==> src/rtl/tpc_pkg.sv <==
package tpc_pkg;

   // register byte offsets on the apb
   localparam logic [7:0] OFS_CMP_CTRL  = 8'h00;
   localparam logic [7:0] OFS_CMP_REF   = 8'h04;
   localparam logic [7:0] OFS_TMR_CTRL  = 8'h08;
   localparam logic [7:0] OFS_TMR_SCALE = 8'h0c;
   localparam logic [7:0] OFS_TMR_COUNT = 8'h10;
   localparam logic [7:0] OFS_TMR_BOUND = 8'h14;
   localparam logic [7:0] OFS_OPTION    = 8'h18;
   localparam logic [7:0] OFS_STATUS    = 8'h1c;

   // comparator_control fields
   localparam int CC_EN = 7;       // comparator enable
   localparam int CC_RES = 6;      // result, read only
   localparam int CC_SAMPLE = 5;   // sample result on counting clock
   localparam int CC_INV = 4;      // invert result
   localparam int CC_NEG_LO = 1;   // negative input select [3:1]
   localparam int CC_POS = 0;      // positive input select

   // comparator_reference_select fields
   localparam int RS_OUT = 7;      // result to port_pin_0
   localparam int RS_SPAN_LO = 4;  // ladder span [5:4]
   localparam int RS_LVL_LO = 0;   // ladder level [3:0]

   // timer_control fields
   localparam int TC_CLK_LO = 4;   // clock source [7:4]
   localparam int TC_OUT_LO = 2;   // output route [3:2]
   localparam int TC_MODE = 1;     // 0 period, 1 pwm
   localparam int TC_INV = 0;      // invert output

   // timer_scaling fields
   localparam int TS_RES6 = 7;     // pwm 6-bit (or 7-bit) resolution
   localparam int TS_PRE_LO = 5;   // prescale [6:5]
   localparam int TS_SCL_LO = 0;   // scaler [4:0]

   // option and status bits
   localparam int OP_GATE = 0;     // comparator_gates_pwm_option
   localparam int OP_RES7 = 1;     // 7-bit instead of 6-bit
   localparam int ST_CMP = 0;      // comparator result
   localparam int ST_WAVE = 1;     // timer waveform

   // clock source codes
   localparam logic [3:0] CS_SYS  = 4'h1;
   localparam logic [3:0] CS_HRC  = 4'h2;
   localparam logic [3:0] CS_CMP  = 4'h3;
   localparam logic [3:0] CS_PIN0 = 4'h4;
   localparam logic [3:0] CS_PIN4 = 4'h5;
   localparam logic [3:0] CS_LRC  = 4'h6;
   localparam logic [3:0] CS_ALT  = 4'h7;

   // output route codes
   localparam logic [1:0] OR_PIN3 = 2'h1;
   localparam logic [1:0] OR_PIN4 = 2'h2;

   // pwm resolution masks and reset values
   localparam logic [7:0] MASK6 = 8'h3f;
   localparam logic [7:0] MASK7 = 8'h7f;
   localparam logic [7:0] MASK8 = 8'hff;
   localparam logic [7:0] RST_REG = 8'h00;
   localparam logic [7:0] RST_BOUND = 8'hff;

endpackage

==> src/rtl/tpc_divider.sv <==
`timescale 1ns/1ns
// prescaler (1/4/16/64) followed by scaler (s+1)
module tpc_divider
   import tpc_pkg::*;
(
   input  wire logic       core_clk_i,
   input  wire logic       rst_n_i,
   input  wire logic       tick_i,      // selected source edge
   input  wire logic [1:0] pre_sel_i,   // prescale code
   input  wire logic [4:0] scale_i,     // scaler value
   output logic            count_tick_o // timer_counting_clock pulse
);
   import tpc_pkg::*;

   typedef struct packed {
      logic [5:0] pre_cnt;  // prescale counter
      logic [4:0] scl_cnt;  // scaler counter
   } tpc_div_s;

   tpc_div_s q;
   tpc_div_s d;
   logic     pre_done;     // prescaler terminal
   logic     scl_done;     // scaler terminal

   // terminal count of the prescaler for a code
   function automatic logic [5:0] pre_last(input logic [1:0] sel);
      case (sel)
         2'h0:    pre_last = 6'h00;
         2'h1:    pre_last = 6'h03;
         2'h2:    pre_last = 6'h0f;
         default: pre_last = 6'h3f;
      endcase
   endfunction

   // next state: both stages advance only on source ticks
   always_comb
   begin
      d = q;
      pre_done = (q.pre_cnt >= pre_last(pre_sel_i));
      scl_done = (q.scl_cnt >= scale_i);
      if (tick_i)
      begin
         if (pre_done)
         begin
            d.pre_cnt = 6'h00;
            d.scl_cnt = scl_done ? 5'h00 : q.scl_cnt + 5'h01;
         end
         else
         begin
            d.pre_cnt = q.pre_cnt + 6'h01;
         end
      end
   end

   assign count_tick_o = tick_i & pre_done & scl_done;

   // state register
   always_ff @(posedge core_clk_i or negedge rst_n_i)
   begin
      if (!rst_n_i)
         q <= '0;
      else
         q <= d;
   end
endmodule

==> src/rtl/tpc_comp.sv <==
`timescale 1ns/1ns
// comparator result: synchronise, invert, optionally sample
module tpc_comp
   import tpc_pkg::*;
(
   input  wire logic core_clk_i,
   input  wire logic rst_n_i,
   input  wire logic raw_i,        // analog comparator output, async
   input  wire logic invert_i,     // polarity inversion
   input  wire logic sample_i,     // use held value
   input  wire logic count_tick_i, // timer_counting_clock pulse
   output logic      result_o,     // final result
   output logic      rise_o        // result went 0 to 1
);
   import tpc_pkg::*;

   typedef struct packed {
      logic s1;    // first sync stage
      logic s2;    // second sync stage
      logic held;  // sampled result
      logic last;  // previous result, edge detect
   } tpc_cmp_s;

   tpc_cmp_s q;
   tpc_cmp_s d;
   logic     live;  // inverted, synchronised result

   // next state
   always_comb
   begin
      d = q;
      d.s1 = raw_i;
      d.s2 = q.s1;
      live = q.s2 ^ invert_i;
      if (count_tick_i)
         d.held = live;
      result_o = sample_i ? q.held : live;
      rise_o = result_o & ~q.last;
      d.last = result_o;
   end

   // state register
   always_ff @(posedge core_clk_i or negedge rst_n_i)
   begin
      if (!rst_n_i)
         q <= '0;
      else
         q <= d;
   end
endmodule

==> src/rtl/tpc_timer_top.sv <==
`timescale 1ns/1ns
module tpc_timer_top
   import tpc_pkg::*;
(
   input  wire logic        core_clk_i,
   input  wire logic        rst_n_i,
   // apb slave
   input  wire logic        psel_i,
   input  wire logic        penable_i,
   input  wire logic        pwrite_i,
   input  wire logic [7:0]  paddr_i,
   input  wire logic [31:0] pwdata_i,
   output logic [31:0]      prdata_o,
   output logic             pready_o,
   output logic             pslverr_o,
   // clock source inputs, all asynchronous
   input  wire logic        high_speed_rc_osc_i,
   input  wire logic        low_speed_rc_osc_i,
   input  wire logic        alt_low_speed_rc_osc_i,
   input  wire logic        port_pin_0_i,
   input  wire logic        port_pin_4_i,
   // emulator halt, from core logic on this clock
   input  wire logic        in_circuit_emulator_halt_i,
   // analog comparator raw output, asynchronous
   input  wire logic        cmp_raw_i,
   // analog selects
   output logic             cmp_enable_o,
   output logic [2:0]       cmp_neg_sel_o,
   output logic             cmp_pos_sel_o,
   output logic [1:0]       ladder_span_o,
   output logic [3:0]       ladder_level_o,
   // pins, enable low while driving
   output logic             port_pin_0_o,
   output logic             port_pin_0_oe_n_o,
   output logic             port_pin_3_o,
   output logic             port_pin_3_oe_n_o,
   output logic             port_pin_4_o,
   output logic             port_pin_4_oe_n_o,
   // event requests toward the core
   output logic             timer_irq_o,
   output logic             cmp_irq_o
);
   import tpc_pkg::*;

   // whole module state in one record
   // one record: one reset, one update
   typedef struct packed {
      logic [7:0]  cmp_ctrl;     // comparator_control
      logic [7:0]  cmp_ref;      // comparator_reference_select
      logic [7:0]  tmr_ctrl;     // timer_control
      logic [7:0]  tmr_scale;    // timer_scaling
      logic [7:0]  tmr_bound;    // upper bound
      logic [1:0]  option;       // gating and 7-bit options
      logic [7:0]  count;        // timer_count_value
      logic        tgl;          // period mode toggle
      logic        pwm;          // pwm compare level
      logic        pin0;         // port_pin_0 level
      logic        pin0_oe_n;    // port_pin_0 enable
      logic        pin3;         // port_pin_3 level
      logic        pin3_oe_n;    // port_pin_3 enable
      logic        pin4;         // port_pin_4 level
      logic        pin4_oe_n;    // port_pin_4 enable
      logic        tirq;         // timer request pulse
      logic        cirq;         // comparator request pulse
      logic [31:0] prdata;       // read data
      logic        pready;       // answer strobe
      logic        pslverr;      // unmapped address
      logic [4:0]  sync1;        // first sync stage
      logic [4:0]  sync2;        // second sync stage
      logic [4:0]  sync3;        // edge detect history
   } tpc_top_s;

   tpc_top_s   q;
   tpc_top_s   d;
   logic [4:0] src_edge;     // rising edges of synced sources
   logic       raw_tick;     // edge of the selected source
   logic       src_tick;     // after the halt gate
   logic       count_tick;   // timer_counting_clock pulse
   logic       cmp_result;   // comparator result after polarity
   logic       cmp_rise;     // comparator 0 to 1
   logic       access;       // apb access cycle being answered
   logic [7:0] mask;         // pwm resolution mask
   logic       wave;         // timer waveform before routing
   logic [7:0] wbyte;        // written byte

   // address decode, used by the error path only
   function automatic logic mapped(input logic [7:0] a);
      mapped = (a[1:0] == 2'h0) && (a <= OFS_STATUS);
   endfunction

   // read mux; unused option and status bits read zero
   // status packs result and waveform
   function automatic logic [7:0] rd_byte(input tpc_top_s s,
                                          input logic [7:0] a,
                                          input logic res,
                                          input logic wv);
      case (a)
         OFS_CMP_CTRL:  rd_byte = {s.cmp_ctrl[7], res, s.cmp_ctrl[5:0]};
         OFS_CMP_REF:   rd_byte = s.cmp_ref;
         OFS_TMR_CTRL:  rd_byte = s.tmr_ctrl;
         OFS_TMR_SCALE: rd_byte = s.tmr_scale;
         OFS_TMR_COUNT: rd_byte = s.count;
         OFS_TMR_BOUND: rd_byte = s.tmr_bound;
         OFS_OPTION:    rd_byte = {6'h00, s.option};
         OFS_STATUS:    rd_byte = {6'h00, wv, res};
         default:       rd_byte = 8'h00;
      endcase
   endfunction

   // divider chain: prescaler then scaler
   // smaller scale ends a running count
   tpc_divider u_div (
      .core_clk_i   (core_clk_i),
      .rst_n_i      (rst_n_i),
      .tick_i       (src_tick),
      .pre_sel_i    (q.tmr_scale[TS_PRE_LO +: 2]),
      .scale_i      (q.tmr_scale[TS_SCL_LO +: 5]),
      .count_tick_o (count_tick)
   );

   // comparator polarity, sampling and edge detect
   tpc_comp u_comp (
      .core_clk_i   (core_clk_i),
      .rst_n_i      (rst_n_i),
      .raw_i        (cmp_raw_i),
      .invert_i     (q.cmp_ctrl[CC_INV]),
      .sample_i     (q.cmp_ctrl[CC_SAMPLE]),
      .count_tick_i (count_tick),
      .result_o     (cmp_result),
      .rise_o       (cmp_rise)
   );

   // source selection; sys clock ticks every cycle
   // sys clock is ours: no sync needed
   always_comb
   begin
      src_edge = q.sync2 & ~q.sync3;
      case (q.tmr_ctrl[TC_CLK_LO +: 4])
         CS_SYS:  raw_tick = 1'b1;
         CS_HRC:  raw_tick = src_edge[0];
         CS_LRC:  raw_tick = src_edge[1];
         CS_ALT:  raw_tick = src_edge[2];
         CS_PIN0: raw_tick = src_edge[3];
         CS_PIN4: raw_tick = src_edge[4];
         CS_CMP:  raw_tick = cmp_rise;
         default: raw_tick = 1'b0; // other codes stop the timer
      endcase
      // halt freezes the timer except on the free rc source
      src_tick = raw_tick & (~in_circuit_emulator_halt_i
                 | (q.tmr_ctrl[TC_CLK_LO +: 4] == CS_HRC));
   end

   // main next-state logic
   always_comb
   begin
      d = q;
      wbyte = pwdata_i[7:0];
      access = psel_i & penable_i & ~q.pready;

      // two-stage synchronisers; third stage only for edges
      // edges for all five async sources, fast rc included
      d.sync1 = {port_pin_4_i, port_pin_0_i, alt_low_speed_rc_osc_i,
                 low_speed_rc_osc_i, high_speed_rc_osc_i};
      d.sync2 = q.sync1;
      d.sync3 = q.sync2;

      // resolution: 8-bit, or 6/7-bit by option
      if (!q.tmr_scale[TS_RES6])
      begin
         mask = MASK8;
      end
      else if (q.option[OP_RES7])
      begin
         mask = MASK7;
      end
      else
      begin
         mask = MASK6;
      end

      // counter advances on each counting clock pulse
      // pulse request, cleared by default
      d.tirq = 1'b0;
      if (count_tick)
      begin
         if (!q.tmr_ctrl[TC_MODE])
         begin
            // period mode: wrap at bound, toggle gives half duty
            if (q.count == q.tmr_bound)
            begin
               d.count = 8'h00;
               d.tgl = ~q.tgl;
               d.tirq = 1'b1;
            end
            else
            begin
               d.count = q.count + 8'h01;
            end
         end
         else
         begin
            // pwm mode: free run over the resolution
            if ((q.count & mask) == mask)
            begin
               d.count = 8'h00;
            end
            else
            begin
               d.count = q.count + 8'h01;
            end
         end
      end

      // pwm high while count is within bound; bound = mask is 100%
      // old count, so the pin lags by two
      d.pwm = (q.count & mask) <= (q.tmr_bound & mask);

      // waveform; comparator may gate pwm only
      if (q.tmr_ctrl[TC_MODE])
      begin
         wave = q.pwm & ~(q.option[OP_GATE] & cmp_result);
      end
      else
      begin
         wave = q.tgl;
      end
      // invert applies in both modes
      wave = wave ^ q.tmr_ctrl[TC_INV];

      // output routing to one pin or none
      // unrouted pins are released, low
      d.pin3 = (q.tmr_ctrl[TC_OUT_LO +: 2] == OR_PIN3) & wave;
      d.pin3_oe_n = (q.tmr_ctrl[TC_OUT_LO +: 2] != OR_PIN3);
      d.pin4 = (q.tmr_ctrl[TC_OUT_LO +: 2] == OR_PIN4) & wave;
      d.pin4_oe_n = (q.tmr_ctrl[TC_OUT_LO +: 2] != OR_PIN4);

      // comparator result straight to port_pin_0 when enabled
      // result is already synchronised
      d.pin0 = q.cmp_ref[RS_OUT] & q.cmp_ctrl[CC_EN] & cmp_result;
      d.pin0_oe_n = ~q.cmp_ref[RS_OUT];

      // comparator request on each rising result
      // no request while disabled
      d.cirq = q.cmp_ctrl[CC_EN] & cmp_rise;

      // apb: answer one cycle into the access phase
      // write and read share one answer
      d.pready = access;
      d.pslverr = access & ~mapped(paddr_i);
      if (access && !pwrite_i)
      begin
         d.prdata = {24'h000000,
                     rd_byte(q, paddr_i, cmp_result, wave)};
      end
      else if (access)
      begin
         d.prdata = 32'h00000000;
      end

      // register writes; software count load beats the tick
      // stored result bit reads live
      if (access && pwrite_i)
      begin
         case (paddr_i)
            OFS_CMP_CTRL:  d.cmp_ctrl = wbyte;
            OFS_CMP_REF:   d.cmp_ref = wbyte;
            OFS_TMR_CTRL:  d.tmr_ctrl = wbyte;
            OFS_TMR_SCALE: d.tmr_scale = wbyte;
            OFS_TMR_COUNT: d.count = wbyte;
            OFS_TMR_BOUND: d.tmr_bound = wbyte;
            OFS_OPTION:    d.option = wbyte[1:0];
            default:       d.option = q.option; // read-only or unmapped
         endcase
      end
   end

   // state register; all fields reset to constants
   // pins leave reset released
   always_ff @(posedge core_clk_i or negedge rst_n_i)
   begin
      if (!rst_n_i)
      begin
         q <= '0;
         q.tmr_bound <= RST_BOUND;
         q.cmp_ctrl <= RST_REG;
         q.pin0_oe_n <= 1'b1;
         q.pin3_oe_n <= 1'b1;
         q.pin4_oe_n <= 1'b1;
      end
      else
      begin
         q <= d;
      end
   end

   // outputs straight from flip-flops
   assign prdata_o = q.prdata;
   assign pready_o = q.pready;
   assign pslverr_o = q.pslverr;
   // analog selects from register fields
   assign cmp_enable_o = q.cmp_ctrl[CC_EN];
   assign cmp_neg_sel_o = q.cmp_ctrl[CC_NEG_LO +: 3];
   assign cmp_pos_sel_o = q.cmp_ctrl[CC_POS];
   assign ladder_span_o = q.cmp_ref[RS_SPAN_LO +: 2];
   assign ladder_level_o = q.cmp_ref[RS_LVL_LO +: 4];
   // pins
   assign port_pin_0_o = q.pin0;
   assign port_pin_0_oe_n_o = q.pin0_oe_n;
   assign port_pin_3_o = q.pin3;
   assign port_pin_3_oe_n_o = q.pin3_oe_n;
   assign port_pin_4_o = q.pin4;
   assign port_pin_4_oe_n_o = q.pin4_oe_n;
   // requests
   assign timer_irq_o = q.tirq;
   assign cmp_irq_o = q.cirq;

   // note: async sources are edge-sampled at 10 MHz, so any source
   // faster than half the core clock aliases; the sync chain adds
   // three cycles of latency before a source edge reaches the counter
endmodule

==> config.mk <==
export PLATFORM = sky130hd
export DESIGN_NAME = tpc_timer_top
export DESIGN_NICKNAME = d
export VERILOG_FILES = /design/src/rtl/tpc_pkg.sv /design/src/rtl/tpc_divider.sv /design/src/rtl/tpc_comp.sv /design/src/rtl/tpc_timer_top.sv
export SDC_FILE = /design/constraint.sdc
export NUM_CORES = 1
export LEC_CHECK = 0
export ABC_AREA = 1
export BUFFER_PORTS_ARGS = -buffer_cell sky130_fd_sc_hd__buf_2
export CAP_MARGIN = 20
export CELL_PAD_IN_SITES_DETAIL_PLACEMENT = 0
export CELL_PAD_IN_SITES_GLOBAL_PLACEMENT = 2
export CORE_MARGIN = 2
export CORE_UTILIZATION = 25
export CTS_CLUSTER_DIAMETER = 30
export DETAILED_ROUTE_END_ITERATION = 8
export MAX_ROUTING_LAYER = met4
export PLACE_DENSITY_LB_ADDON = 0.1
export RECOVER_POWER = 25
export SLEW_MARGIN = 40
export SYNTH_ARGS = -nofsm -noshare
export SYNTH_HDL_FRONTEND = slang
export SYNTH_SLANG_ARGS = --single-unit
==> constraint.sdc <==
create_clock -name core_clk_i -period 3.5 [get_ports core_clk_i]
set_clock_uncertainty 0.1 [all_clocks]
set_input_delay 0.175 -clock core_clk_i [delete_from_list [all_inputs] [get_ports core_clk_i]]
set_output_delay 0.175 -clock core_clk_i [all_outputs]
set_load 0.02 [all_outputs]
==> metrics.txt <==
gr usage total 0.144; crit path DAT 2610 ps; Buffers on Ports 56; CTS tree yes; Max-Cap Viols 0; synth-to-layout area growth 15.4%; Slew Limit Fails 0; RSZ-0062 raised after global routing no; pre-CTS setup slack 1020 ps; post-route cell area 0.00621 mm2; Pre-antenna DRT Iters 4; worst reg2reg path endpoint q[60]; routability cong. 0.772; Synth warnings 0; Die X 151 um; pwr/cell area 423 mW/mm2; number of global-route vias before repair 4119; Initial Util 0.255; FILL cells 2310; post-synth cell types 37; CTS Root Cell clkbuf_16; Worst R2R Setup Slack 1040 ps; # rows 53; clk buf depth 2; Worst Reg2Reg Path Length in Cells 11; Overflow after GRT 0; clk sinks 99; Area after DPL 0.00574 mm2; Non-Filler Instances 997; Hold WC Path Type input port to register; fin crit period 2460 ps; Syn Inst Count 657; number of remaining DRC errors 0; largest net degree at the start of global routing 40; H-tree level count 3; Tightest Pin Transition 574 ps; crit start category register; I/O pin total 105; vias per cell 4.27; leakage 3.07 nW; FF-to-FF Start q[83]; Worst EP required 3650 ps; Post-Place Cells 964; status finished clean; CTS clock-pin slew for the worst setup and hold paths 80 ps; most frequent cells in the layout nand2_1 (181), dfrtp_1 (88), inv_1 (79); Nets 789; flops & latches, synth 99; first-pass GRT wire length 23800 um; Mean Syn Cell Area 8.20 um2; CP startpoint q[83]; Die Y 151 um; Final Power 2.63 mW; initial DRC count 222; Top Layer Used met4; WL met1 7850 um; DP HPWL 11600 um; sequential area share after synthesis 0.462; wirelength, routed 15100 um; Core ar. 0.0211 mm2; DR WL/cell 15.2 um; final setup fails 0; Setup TNS 0 ps; Post-CTS Setup Inserts 0; routed length on met3 639 um; CTS Buf Count 9; Mapped Area 0.00539 mm2; initial antenna violation count 0; setup ws final 1040 ps; Fin. Hold Viols 0; # diodes 0; antenna-violating nets left 0; most common cell after layout, fill and taps aside nand2_1; Reg area 0.00249 mm2; Worst setup EP type register; max_slew headroom 0.617; Setup crit end q[60]; Peak supply drop 0.218 mV; Crit Path Max Fanout 16; met2 WL 6410 um; kind of critical path register to register; fmax 406 MHz; fin crit share 0.703; clk_lat worst skew 360 ps; multi-input logic area 0.00228 mm2; die area 0.0227 mm2; via count 4258; layout cells sized above 1 0.180
-- timing repair --
action                                 4_1_cts  5_1_grt
hold buffers                                17        0
endpoints found under the hold margin       50        0
resized for setup                            0        0
-- worst min-delay path by stage --
stage | startpoint | endpoint | slack, ps | depth (start not counted)
6_report | pwrite_i | prdata_o[1] | 60 | 4
5_1_grt | pwrite_i | prdata_o[1] | 80 | 4
4_1_cts | pwrite_i | prdata_o[1] | 50 | 4
3_5_place_dp | rst_n_i | pready_o | 110 | 1
3_3_place_gp | rst_n_i | prdata_o[2] | 100 | 1
2_1_floorplan | rst_n_i | cmp_enable_o | -220 | 0
-- report_power, final --
part           switching, mW  leakage (nW)  internal, mW
Sequential            0.0465          1.25          1.19
Clock                  0.491         0.142         0.566
Combinational          0.222          1.68         0.110
-- metrics by stage --
stage | hold WS [ps] | utilization
after floorplan | -221 | -
after global placement | 105 | 0.272
after detailed placement | 109 | 0.272
after CTS | 53.9 | 0.295
after global routing | 80.3 | 0.295
final | 61.6 | 0.295
-- cells in the mapped netlist, drive strengths merged --
cell	number	area (um2)
nand2	194	771
dfrtp	88	2200
inv	88	330
o21ai	67	347
buf	49	373
nor2	48	210
nand3	31	170
ha	20	250
a21oi	12	63.8
nand4	12	90.1
dfstp	11	289
nor3	9	71.3
o2111ai	5	43.8
xor2	5	43.8
o22ai	4	25.0
o31ai	3	22.5
or2	3	18.8
o221ai	2	17.5
xnor2	2	17.5
a211oi	1	7.51
a21boi	1	11.3
conb	1	3.75
o21a	1	7.51
-- registers in the layout, summed over array words and instances, names as in the netlist, 2 cells and up --
| signal | count |
|---|---|
| q | 45 |
| cmp_neg_sel_o | 3 |
| ladder_span_o | 2 |
| ladder_level_o | 4 |
| d | 10 |
| u_comp.q | 3 |
| u_div.q | 11 |
| prdata_o | 8 |
-- cell type report --
class                      instances  share of cell area
clock buffer                      10              0.0368
clock inverter                     6              0.0119
inverter                          88              0.0532
multi-input combinational        444               0.367
sequential                        99               0.401
tap                              275              0.0554
timing repair buffer              75              0.0753
-- cell families after synthesis --
logic type               Yosys count  synth area share
AND/OR/NAND/NOR                  297             0.247
buffers and inverters            137             0.131
flip-flops                        99             0.462
AO/OA/AOI/OAI                     96             0.101
adder cells (fa/ha/maj)           20            0.0465
XOR/XNOR                           7            0.0114
other                              1          0.000696
-- routing by layer --
layer / vias to the layer above / track usage
li1: 2154 / -
met1: 1993 / 0.205
met2: 96 / 0.209
met3: 15 / 0.0196
met4: 0 / 0.0519
met5: - / -
-- worst max-delay path: stages (launching register included) --
cell and delay (ps):
dfrtp_1 490, nand2_1 130, ha_1 310, nand2_1 70, inv_1 70, nand4_1 120, nand3_2 160, nand4_4 340
inv_1 330, nand2_1 90, nand3_1 80, nand2_1 60
No activity file was read; power rests on OpenSTA's default activity.
